$ cat config.mk
export PLATFORM = sky130hd
export DESIGN_NAME = power_mode_control
export DESIGN_NICKNAME = d
export VERILOG_FILES = /design/src/inc/pwr_mode_pkg.sv /design/src/hdl/wake_sync.sv /design/src/hdl/stop_timeout.sv /design/src/hdl/power_mode_control.sv
export SDC_FILE = /design/constraint.sdc
export NUM_CORES = 1
export LEC_CHECK = 0
export BUFFER_PORTS_ARGS = -buffer_cell sky130_fd_sc_hd__buf_2
export CAP_MARGIN = 20
export CORE_MARGIN = 4
export CORE_UTILIZATION = 45
export DETAILED_ROUTE_END_ITERATION = 8
export PLACE_DENSITY = 0.84
export REMOVE_ABC_BUFFERS = 1
export SLEW_MARGIN = 40
export SYNTH_ARGS = -nofsm -noshare
export SYNTH_HDL_FRONTEND = slang
export SYNTH_SLANG_ARGS = --single-unit
$ cat constraint.sdc
create_clock -name core_clk -period 1.7 [get_ports core_clk]
set_input_delay 0.255 -clock core_clk [delete_from_list [all_inputs] [get_ports core_clk]]
set_output_delay 0.255 -clock core_clk [all_outputs]
set_load 0.02 [all_outputs]
$ cat src/inc/pwr_mode_pkg.sv
package pwr_mode_pkg;

  localparam int unsigned POWER_CONTROL_REG_IDLE_BIT    = 0;
  localparam int unsigned POWER_CONTROL_REG_STOP_BIT    = 1;
  localparam int unsigned OSC_SUSPEND_BIT  = 5;
  localparam logic [15:0] RESET_VECTOR     = 16'h0000;
  localparam int unsigned CLK_FREQ_HZ      = 10_000_000;
  localparam int unsigned MCD_TIMEOUT_US   = 100;
  localparam int unsigned MCD_TIMEOUT_CYC  = (MCD_TIMEOUT_US * (CLK_FREQ_HZ / 1_000_000));

  typedef enum logic [1:0] {
    MODE_RUN,
    MODE_IDLE,
    MODE_STOP,
    MODE_SUSPEND
  } pwr_mode_type;

endpackage

$ cat src/hdl/wake_sync.sv
`timescale 1ns/100ps
module wake_sync
  import pwr_mode_pkg::*;
(
  input  wire logic core_clk,
  input  wire logic rst,
  input  wire logic level_in,
  output logic      rise_pulse
);
  logic prev_r;

  always_ff @(posedge core_clk) begin
    if (rst) begin
      prev_r     <= 1'b0;
      rise_pulse <= 1'b0;
    end else begin
      prev_r     <= level_in;
      rise_pulse <= level_in & ~prev_r;
    end
  end
endmodule // wake_sync

$ cat src/hdl/stop_timeout.sv
`timescale 1ns/100ps
module stop_timeout
  import pwr_mode_pkg::*;
#(
  parameter int unsigned LIMIT = MCD_TIMEOUT_CYC
) (
  input  wire logic core_clk,
  input  wire logic rst,
  input  wire logic run,
  output logic      expired
);
  logic [15:0] cnt_r;

  always_ff @(posedge core_clk) begin
    if (rst || !run) begin
      cnt_r   <= 16'h0000;
      expired <= 1'b0;
    end else if (cnt_r == 16'(LIMIT - 1)) begin
      expired <= 1'b1;
    end else begin
      cnt_r <= cnt_r + 16'h0001;
    end
  end
endmodule // stop_timeout

$ cat src/hdl/power_mode_control.sv
`timescale 1ns/100ps
// What this block does
// - three low-power modes offered: idle, stop and suspend
// - idle bit written: cpu halts after the writing instruction completes
// - idle stops only the cpu clock; peripherals and memory keep running
// - enabled interrupt or reset ends idle; interrupt clears idle bit
// - after idle wake the pending interrupt is serviced, then next instruction
// - reset ending idle gives normal reset sequence from 0x0000
// - watchdog keeps running in idle and may reset out of it
// - stop bit halts internal oscillator, cpu and digital peripherals
// - in stop all interrupts and timers idle except missing clock detector
// - stop leaves analog peripheral enables untouched
// - stop ends only on reset, then runs from 0x0000
// - enabled missing clock detector resets device during stop after timeout
// - suspend bit halts cpu and fast oscillator, state retained
// - in suspend port match, interrupt gate, internal oscillator and slow-clocked timer 3 stay active
// - suspend ends on port match, timer 3 overflow, comparator low, reset
// - non-reset suspend wake resumes at the following instruction
// - interrupt-configured wake event is serviced at once after suspend
// - reset ending suspend gives normal reset sequence from 0x0000
// - idle and stop bits always read as zero; write only triggers
module power_mode_control
  import pwr_mode_pkg::*;
#(
  parameter int unsigned MCD_CYCLES = MCD_TIMEOUT_CYC
) (
  input  wire logic        core_clk,
  input  wire logic        rst,
  input  wire logic        power_control_reg_wr,
  input  wire logic [7:0]  power_control_reg_wdata,
  input  wire logic        osc_wr,
  input  wire logic [7:0]  osc_wdata,
  input  wire logic        instr_done,
  input  wire logic        irq_pending,
  input  wire logic        port_match,
  input  wire logic        t3_overflow,
  input  wire logic        t3_slow_clk,
  input  wire logic        cmp_low,
  input  wire logic        cmp_wake_en,
  input  wire logic        wdt_enable,
  input  wire logic        wdt_expired,
  input  wire logic        mcd_enable,
  output logic       [7:0] power_control_reg_rdata,
  output logic             cpu_clk_en,
  output logic             periph_clk_en,
  output logic             int_osc_en,
  output logic             hf_osc_en,
  output logic             irq_gate_en,
  output logic             port_match_en,
  output logic             t3_clk_en,
  output logic             wdt_run,
  output logic             mcd_run,
  output logic             internal_reset,
  output logic             wake_irq_service,
  output logic       [1:0] mode_status
);

  ////////////////////////////////////////////////////////////////////////////
  // pending entry requests and mode state
  pwr_mode_type mode_r;
  pwr_mode_type mode_nxt;
  pwr_mode_type mode_gate;
  logic         idle_req_r;
  logic         stop_req_r;
  logic         susp_req_r;
  logic [5:0]   gp_flags_r;
  logic         cmp_rise;
  logic         mcd_expired;
  logic         susp_wake;
  logic         idle_wake;
  logic         reset_cause;

  ////////////////////////////////////////////////////////////////////////////
  // comparator edge and stop timeout helpers
  wake_sync u_cmp_sync (
    .core_clk   (core_clk),
    .rst        (rst),
    .level_in   (cmp_low & cmp_wake_en),
    .rise_pulse (cmp_rise)
  );

  stop_timeout #(
    .LIMIT (MCD_CYCLES)
  ) u_mcd (
    .core_clk (core_clk),
    .rst      (rst),
    .run      (mode_r == MODE_STOP && mcd_enable),
    .expired  (mcd_expired)
  );

  ////////////////////////////////////////////////////////////////////////////
  // wake and internal reset causes

  assign idle_wake   = irq_pending;
  assign susp_wake   = port_match | (t3_overflow & t3_slow_clk) | cmp_rise
                       | (cmp_low & cmp_wake_en);
  assign reset_cause = (wdt_enable & wdt_expired & (mode_r != MODE_STOP))
                       | mcd_expired;

  ////////////////////////////////////////////////////////////////////////////
  // write capture: mode bits arm a request, read back as zero
  always_ff @(posedge core_clk) begin
    if (rst) begin
      idle_req_r <= 1'b0;
    end else if (power_control_reg_wr) begin
      idle_req_r <= power_control_reg_wdata[POWER_CONTROL_REG_IDLE_BIT];
    end else if (instr_done) begin
      idle_req_r <= 1'b0;
    end
  end

  always_ff @(posedge core_clk) begin
    if (rst) begin
      stop_req_r <= 1'b0;
    end else if (power_control_reg_wr) begin
      stop_req_r <= power_control_reg_wdata[POWER_CONTROL_REG_STOP_BIT];
    end else if (instr_done) begin
      stop_req_r <= 1'b0;
    end
  end

  always_ff @(posedge core_clk) begin
    if (rst) begin
      susp_req_r <= 1'b0;
    end else if (osc_wr) begin
      susp_req_r <= osc_wdata[OSC_SUSPEND_BIT];
    end else if (instr_done) begin
      susp_req_r <= 1'b0;
    end
  end

  always_ff @(posedge core_clk) begin
    if (rst) begin
      gp_flags_r <= 6'h00;
    end else if (power_control_reg_wr) begin
      gp_flags_r <= power_control_reg_wdata[7:2];
    end
  end

  always_ff @(posedge core_clk) begin
    if (rst) begin
      power_control_reg_rdata <= 8'h00;
    end else begin
      power_control_reg_rdata <= {(power_control_reg_wr ? power_control_reg_wdata[7:2] : gp_flags_r), 2'b00};
    end
  end

  ////////////////////////////////////////////////////////////////////////////
  // mode sequencing
  always_comb begin
    mode_nxt = mode_r;
    case (mode_r)
      MODE_RUN: begin
        if (instr_done) begin
          if (stop_req_r) begin
            mode_nxt = MODE_STOP;
          end else if (idle_req_r) begin
            mode_nxt = MODE_IDLE;
          end else if (susp_req_r) begin
            mode_nxt = MODE_SUSPEND;
          end
        end
      end
      MODE_IDLE: begin
        if (idle_wake) begin
          mode_nxt = MODE_RUN;
        end
      end
      MODE_STOP: begin
        mode_nxt = MODE_STOP;
      end
      MODE_SUSPEND: begin
        if (susp_wake) begin
          mode_nxt = MODE_RUN;
        end
      end
      default: begin
        mode_nxt = MODE_RUN;
      end
    endcase
  end

  ////////////////////////////////////////////////////////////////////////////
  // mode register and internal reset report

  always_ff @(posedge core_clk) begin
    if (rst) begin
      mode_r <= MODE_RUN;
    end else if (reset_cause) begin
      mode_r <= MODE_RUN;
    end else begin
      mode_r <= mode_nxt;
    end
  end

  always_ff @(posedge core_clk) begin
    if (rst) begin
      internal_reset <= 1'b0;
    end else begin
      internal_reset <= reset_cause;
    end
  end

  always_ff @(posedge core_clk) begin
    if (rst) begin
      wake_irq_service <= 1'b0;
    end else begin
      wake_irq_service <= (mode_r == MODE_IDLE && idle_wake && !reset_cause)
                          | (mode_r == MODE_SUSPEND && susp_wake && irq_pending
                             && !reset_cause);
    end
  end

  ////////////////////////////////////////////////////////////////////////////
  // clock and domain gating from the next mode; mcd_run follows mcd_enable alone
  assign mode_gate = reset_cause ? MODE_RUN : mode_nxt;

  always_ff @(posedge core_clk) begin
    if (rst) begin
      mode_status <= 2'(MODE_RUN);
    end else begin
      mode_status <= 2'(mode_gate);
    end
  end

  always_ff @(posedge core_clk) begin
    if (rst) begin
      cpu_clk_en <= 1'b1;
    end else begin
      cpu_clk_en <= (mode_gate == MODE_RUN);
    end
  end

  always_ff @(posedge core_clk) begin
    if (rst) begin
      periph_clk_en <= 1'b1;
    end else begin
      periph_clk_en <= (mode_gate == MODE_RUN) || (mode_gate == MODE_IDLE);
    end
  end

  always_ff @(posedge core_clk) begin
    if (rst) begin
      int_osc_en <= 1'b1;
    end else begin
      int_osc_en <= (mode_gate != MODE_STOP);
    end
  end

  always_ff @(posedge core_clk) begin
    if (rst) begin
      hf_osc_en <= 1'b1;
    end else begin
      hf_osc_en <= (mode_gate != MODE_STOP) && (mode_gate != MODE_SUSPEND);
    end
  end

  always_ff @(posedge core_clk) begin
    if (rst) begin
      irq_gate_en <= 1'b1;
    end else begin
      irq_gate_en <= (mode_gate != MODE_STOP);
    end
  end

  always_ff @(posedge core_clk) begin
    if (rst) begin
      port_match_en <= 1'b1;
    end else begin
      port_match_en <= (mode_gate != MODE_STOP);
    end
  end

  always_ff @(posedge core_clk) begin
    if (rst) begin
      t3_clk_en <= 1'b1;
    end else begin
      t3_clk_en <= (mode_gate == MODE_RUN) || (mode_gate == MODE_IDLE)
                   || (mode_gate == MODE_SUSPEND && t3_slow_clk);
    end
  end

  always_ff @(posedge core_clk) begin
    if (rst) begin
      wdt_run <= 1'b1;
    end else begin
      wdt_run <= wdt_enable && (mode_gate != MODE_STOP) && (mode_gate != MODE_SUSPEND);
    end
  end

  always_ff @(posedge core_clk) begin
    if (rst) begin
      mcd_run <= 1'b1;
    end else begin
      mcd_run <= mcd_enable;
    end
  end

endmodule // power_mode_control

# --- After elaboration in Yosys (flattened, before gate mapping) ---
# Cells that the tools add are included.
classes:
  n_shift: 0
  eq_ne: 9
  mul: 0
  order_cmp: 0
  bitwise: 11
  addsub: 1
  n_reduce_logical: 19
  div: 0
  n_mux: 13
ops:
  columns: ["op", "n"]
  rows:
  - ["adder 16 x 1 -> 16 bit (second input constant)", 1]
  - ["== test 16 x 10 -> 1 bit (second input constant)", 1]
  - ["two-way mux 2 bit", 7]
  - ["logical AND 1 bit", 10]
  - ["case mux 2 bit (4 select lines)", 1]
  - ["== test 2 bit (second input constant)", 3]
  - ["two-way mux 6 bit", 1]
  - ["!= test 2 bit (second input constant)", 3]
  - ["AND 1 bit", 5]
  - ["bitwise OR 1 bit", 5]
  - ["== test 2 x 1 -> 1 bit (second input constant)", 2]
  - ["zero test 2 bit", 2]
  - ["two-way mux 1 bit", 4]
  - ["nonzero test 2 bit", 2]
  - ["logical OR 1 bit", 3]
  - ["zero test 1 bit", 2]
  - ["inverter 1 bit", 1]
totals:
  ramBits: 0
  romBits: 0
  elab_cells: 72
  input_bits: 30
  out_inout_bits: 21
  latch_bits: 0
  n_memories: 0
  regBits: 41

# --- Longest topological paths before layout ---
logic_depth:
  ltp_word: 10
  ltp_mapped: 6
  mapped_depth_nobuf: 5

# --- Hierarchy ---
# Synthesis repeated with hierarchy kept, for this count alone.
hier_totals:
  cells_unflattened: 173
  hier_area_um2: 1639.1
modules_own_cells:
  columns: ["module", "cells_each", "n_inst", "seq_area_each_um2", "area_per_inst_um2"]
  rows:
  - ["stop_timeout", 91, 1, 340.3, 799.5]
  - ["power_mode_control", 78, 1, 400.4, 780.7]
  - ["wake_sync", 4, 1, 40.0, 58.8]

# --- Worst setup path before layout ---
# Ideal clock, no wire load.
synth_path:
  path_kind: "register to register"
  start: "register u_mcd.cnt_r[2]"
  end: "register u_mcd.cnt_r[15]"
  n_path_buf: 0
  synth_period_minus_slack_ns: 1.629
  required_ns: 1.630
  path_slack_ns: 0.071
  stages_incl_launch_ff: 5
  setup_ns: 0.070
  arrival_time_ns: 1.560
  cell_sequence: "dfxtp_1 nand3_4 or4_4 or4_1 a21oi_1"
synth_between:
  elab_chain_len: 1
  word_cells_on_any_way: 2
  cone_classes: "add/sub (1); eq/ne (1)"
synth_lines:
  columns: ["element", "line_no", "rtl"]
  rows:
  - ["start: declaration", "stop_timeout.sv:12", "logic [15:0] cnt_r;"]
  - ["start signal: assignment", "stop_timeout.sv:21", "cnt_r <= cnt_r + 16'h0001;"]
  - ["adder 16 x 1 -> 16 bit or == test 16 x 10 -> 1 bit (tied branches)", "stop_timeout.sv:21, stop_timeout.sv:18", null]
# Parallel ways exist; a longest one is shown, timed or not.
# A chain may end at the register's enable or synchronous reset.

# --- Worst setup path after layout ---
layout_path:
  start: "register u_mcd.cnt_r[0]"
  end: "register u_mcd.cnt_r[2]"
# The elaborated chain is that of the path after synthesis.

==> summary.txt <==
Clock tree
  • Root buf cell: clkbuf_4
  • TritonCTS clock tree: yes
  • CTS max path bufs: 2
  • Sink Count: 39
  • Hold-fix buffer count after cts: 0
  • Clk slew on worst S/H paths: between 0.1 and 0.15 ns
  • Setup repair bufs after CTS: 0
  • Worst-skew pair later-pin latency: ~0.34 ns
  • Num CTS Buffers: 5
  • CTS H-tree lvls: 2
  • CTS resizes: 0

Timing
  • Max-slew violations: 0
  • Hold Slack: 0.1113 ns
  • Hold Vio Cnt, Final: 0
  • Tmin final: roughly 1.6 ns
  • Post-route worst setup slack: 0.06139 ns
  • RSZ-0062 raised after global routing: yes
  • Tcrit/Tclk final: 0.9639
  • Max frequency: 610.3 MHz
  • Clk_skew: 0.01001 ns
  • Final setup fails: 0

Global routing
  • Largest net degree at the start of global routing: 18
  • Overflow after GRT: 0
  • Vias in the first global route: around 1200
  • First-pass GRT wire length: between 5 and 6 mm
  • Antenna violations before repair: 0
  • Overall Global Routing Usage: 0.1545

Die
  • Rows: 21
  • Boundary pin count: between 50 and 60
  • Die Y: 67.45 µm
  • Die area: between 4000 and 5000 µm²
  • Starting Density: 0.4728
  • Placeable core region: 3363 µm²
  • Die W: ~67 µm

Route
  • DR pass1 iterations: 4
  • Routed WL: between 3 and 4 mm
  • Wire length per cell: about 12 µm
  • DRT iter0 DRCs: between 50 and 60
  • DR vias/cell: 5.026
  • Vias: around 1400
  • ANT nets after route: 0
  • DRC Markers: 0

Pwr
  • Worst-case vdd ir drop: 0.6293 mV
  • Clock Power Share: 0.352
  • P_sw: roughly 440 µW
  • Final Power: roughly 1800 µW
  • PD cells: around 930 nW/µm²
  • Sequential Power Share: 0.530
  • Sw frac: 0.2424
  • Int Pwr: around 1400 µW
  • Leakage Power: 0.0007864 µW
  • Combinational power share: 0.118

Finish
  • Antenna Cells: 0
  • Synth-to-Final Area Change: 23.76%
  • Fraction of layout instances using a drive strength above 1: 0.3156
  • Filler Cells Inserted: roughly 320
  • Nets: ~260
  • Area of the multi-input gates: between 700 and 800 µm²
  • Register area: 784.5 µm²

Critical path
  • Crit Path Max Fanout: 7
  • Crit-path leading delay family: simple AND/OR/NAND/NOR gates
  • CP peak stage delay: ~0.43 ns
  • Worst setup EP type: flop
  • CP required: roughly 2.0 ns
  • WS Path Type: flop to flop
  • Arr. time, crit path: roughly 1.9 ns
  • Startpoint types: flop
  • Slowest cell on crit path: or3_2
  • CP cell instances: ha_1 > nor4bb_1 > and4b_2 > or3_2 > a21oi_1
  • Bufs and invs on worst path: 0

Placed design
  • Port bufs: a little over 40
  • Worst slack at placement: between 0.02 and 0.03 ns
  • DP HPWL: between 2 and 2.5 mm
  • GP Congestion: roughly 0.84

Logic synthesis
  • Post-Syn Area: about 1600 µm²
  • Top cells by area, synth: dfxtp_1 49%, nor2_1 6.6%, mux2i_1 4.4%
  • Mean Syn Cell Area: between 9 and 10 µm²
  • Post-synth EDFFs: 0
  • Register area share after synthesis: 0.4910
  • Synth Flop Type: dfxtp_1
  • Yosys Warn Count: 0
  • Post-Synthesis Cells: around 170
  • Synth async-reset ratio: 0
  • Yosys top cell area share: 0.4910
  • Post-synthesis register bit count: 39
  • Yosys cell types: 40
  • Area leader, netlist: dfxtp_1

Run status
  • Status: finished clean

Worst hold path
  • HP Class: input pin to flop

Flow run
  • Max_cap viols: 0
[layer usage]
layer,global-route usage,wire length [µm],share of wire
met1,0.1784,1390,0.43
met2,0.2724,1679,0.51
met3,0.03494,135,0.041
met4,0.06582,57,0.017
met5,0,0,0
[kinds of logic after synthesis]
family,after synthesis,synth area share
multiplexers,7,0.04406
adder cells (fa/ha/maj),1,0.007867
AO/OA/AOI/OAI,28,0.1062
flip-flops,39,0.4910
other,1,0.002358
XOR/XNOR,8,0.04406
AND/OR/NAND/NOR,74,0.2510
buffers and inverters,16,0.05350
[layout by cell type (no fill, tap or decap), types with 4 or more instances in the layout]
| cell | count |
|---|---|
| buf_2 | 41 |
| dfxtp_1 | 36 |
| nor2_1 | 28 |
| a21oi_1 | 11 |
| buf_4 | 11 |
| o21ai_0 | 9 |
| nand2_1 | 8 |
| mux2i_1 | 7 |
| nand3_1 | 6 |
| inv_1 | 6 |
| xnor2_1 | 5 |
| clkbuf_4 | 5 |
| nor3b_1 | 4 |
| nor3_1 | 4 |
[worst reg2reg max path: cells and delay by family, from the launching register on]
family / cells / cell delay, ns
DFF: 1 / 0.35
AOI/OAI and AO/OA: 1 / 0.16
and+or+nand+nor: 3 / 0.86
adders and majority gates: 1 / 0.21
[state kept, by name, indices dropped and copies added (netlist names)]
register                 flops
hf_osc_en                    1
idle_req_r                   1
port_match_en                1
periph_clk_en                1
susp_req_r                   1
u_mcd.expired                1
wake_irq_service             1
u_cmp_sync.rise_pulse        1
mcd_run                      1
internal_reset               1
u_cmp_sync.prev_r            1
wdt_run                      1
t3_clk_en                    1
u_mcd.cnt_r                 16
mode_status                  2
power_control_reg_rdata      6
stop_req_r                   1
cpu_clk_en                   1
[power groups by stage]
stage / clock network (µW) / registers (µW) / logic, µW
floorplan: 0 / 1040 / 69.6
global placement: 0 / 989 / 213
detailed placement: 0 / 991 / 217
CTS: 651 / 970 / 218
global route: 686 / 976 / 238
finish: 643 / 970 / 215
[path summary, 6_finish.rpt]
kind,start,endpoint,slack [ns],cells after the start
worst max-delay path,u_mcd.cnt_r[0],u_mcd.cnt_r[2],0.06,5
worst min-delay path,mcd_enable,mcd_run,0.11,2
worst max register to register,u_mcd.cnt_r[0],u_mcd.cnt_r[2],0.06,5
worst min register to register,u_cmp_sync.prev_r,u_cmp_sync.rise_pulse,0.40,1
[layout make-up]
type                       instances  share of cell area
clock buffer                       6             0.02606
clock inverter                     2             0.01780
inverter                           6             0.01144
multi-input combinational        120              0.3706
sequential                        39              0.3986
tap                               46             0.02924
timing repair buffer              52              0.1462
[through the flow]
step | instances | cell area (µm²) | util | setup TNS, ns
after floorplan | 165 | 1531 | - | 0
after global placement | 263 | 1877 | 0.5580 | 0
after detailed placement | 263 | 1877 | 0.5580 | 0
after CTS | 271 | 1963 | 0.5837 | 0
after global routing | 271 | 1968 | 0.5852 | -0.01390
final | 271 | 1968 | 0.5852 | 0
[cells in the mapped netlist, drive strengths merged, types with 2 or more instances]
master / number
clkbuf: 6
nor4: 3
xnor2: 5
or4: 2
a21oi: 11
mux2i: 7
nand2b: 2
or3: 5
dfxtp: 39
o21ai: 9
nor2: 28
buf: 4
nand3: 7
a221o: 2
nor3: 4
xor2: 3
inv: 6
nand2: 8
nor3b: 4
nand4: 3
No activity file was read; power rests on OpenSTA's default activity.
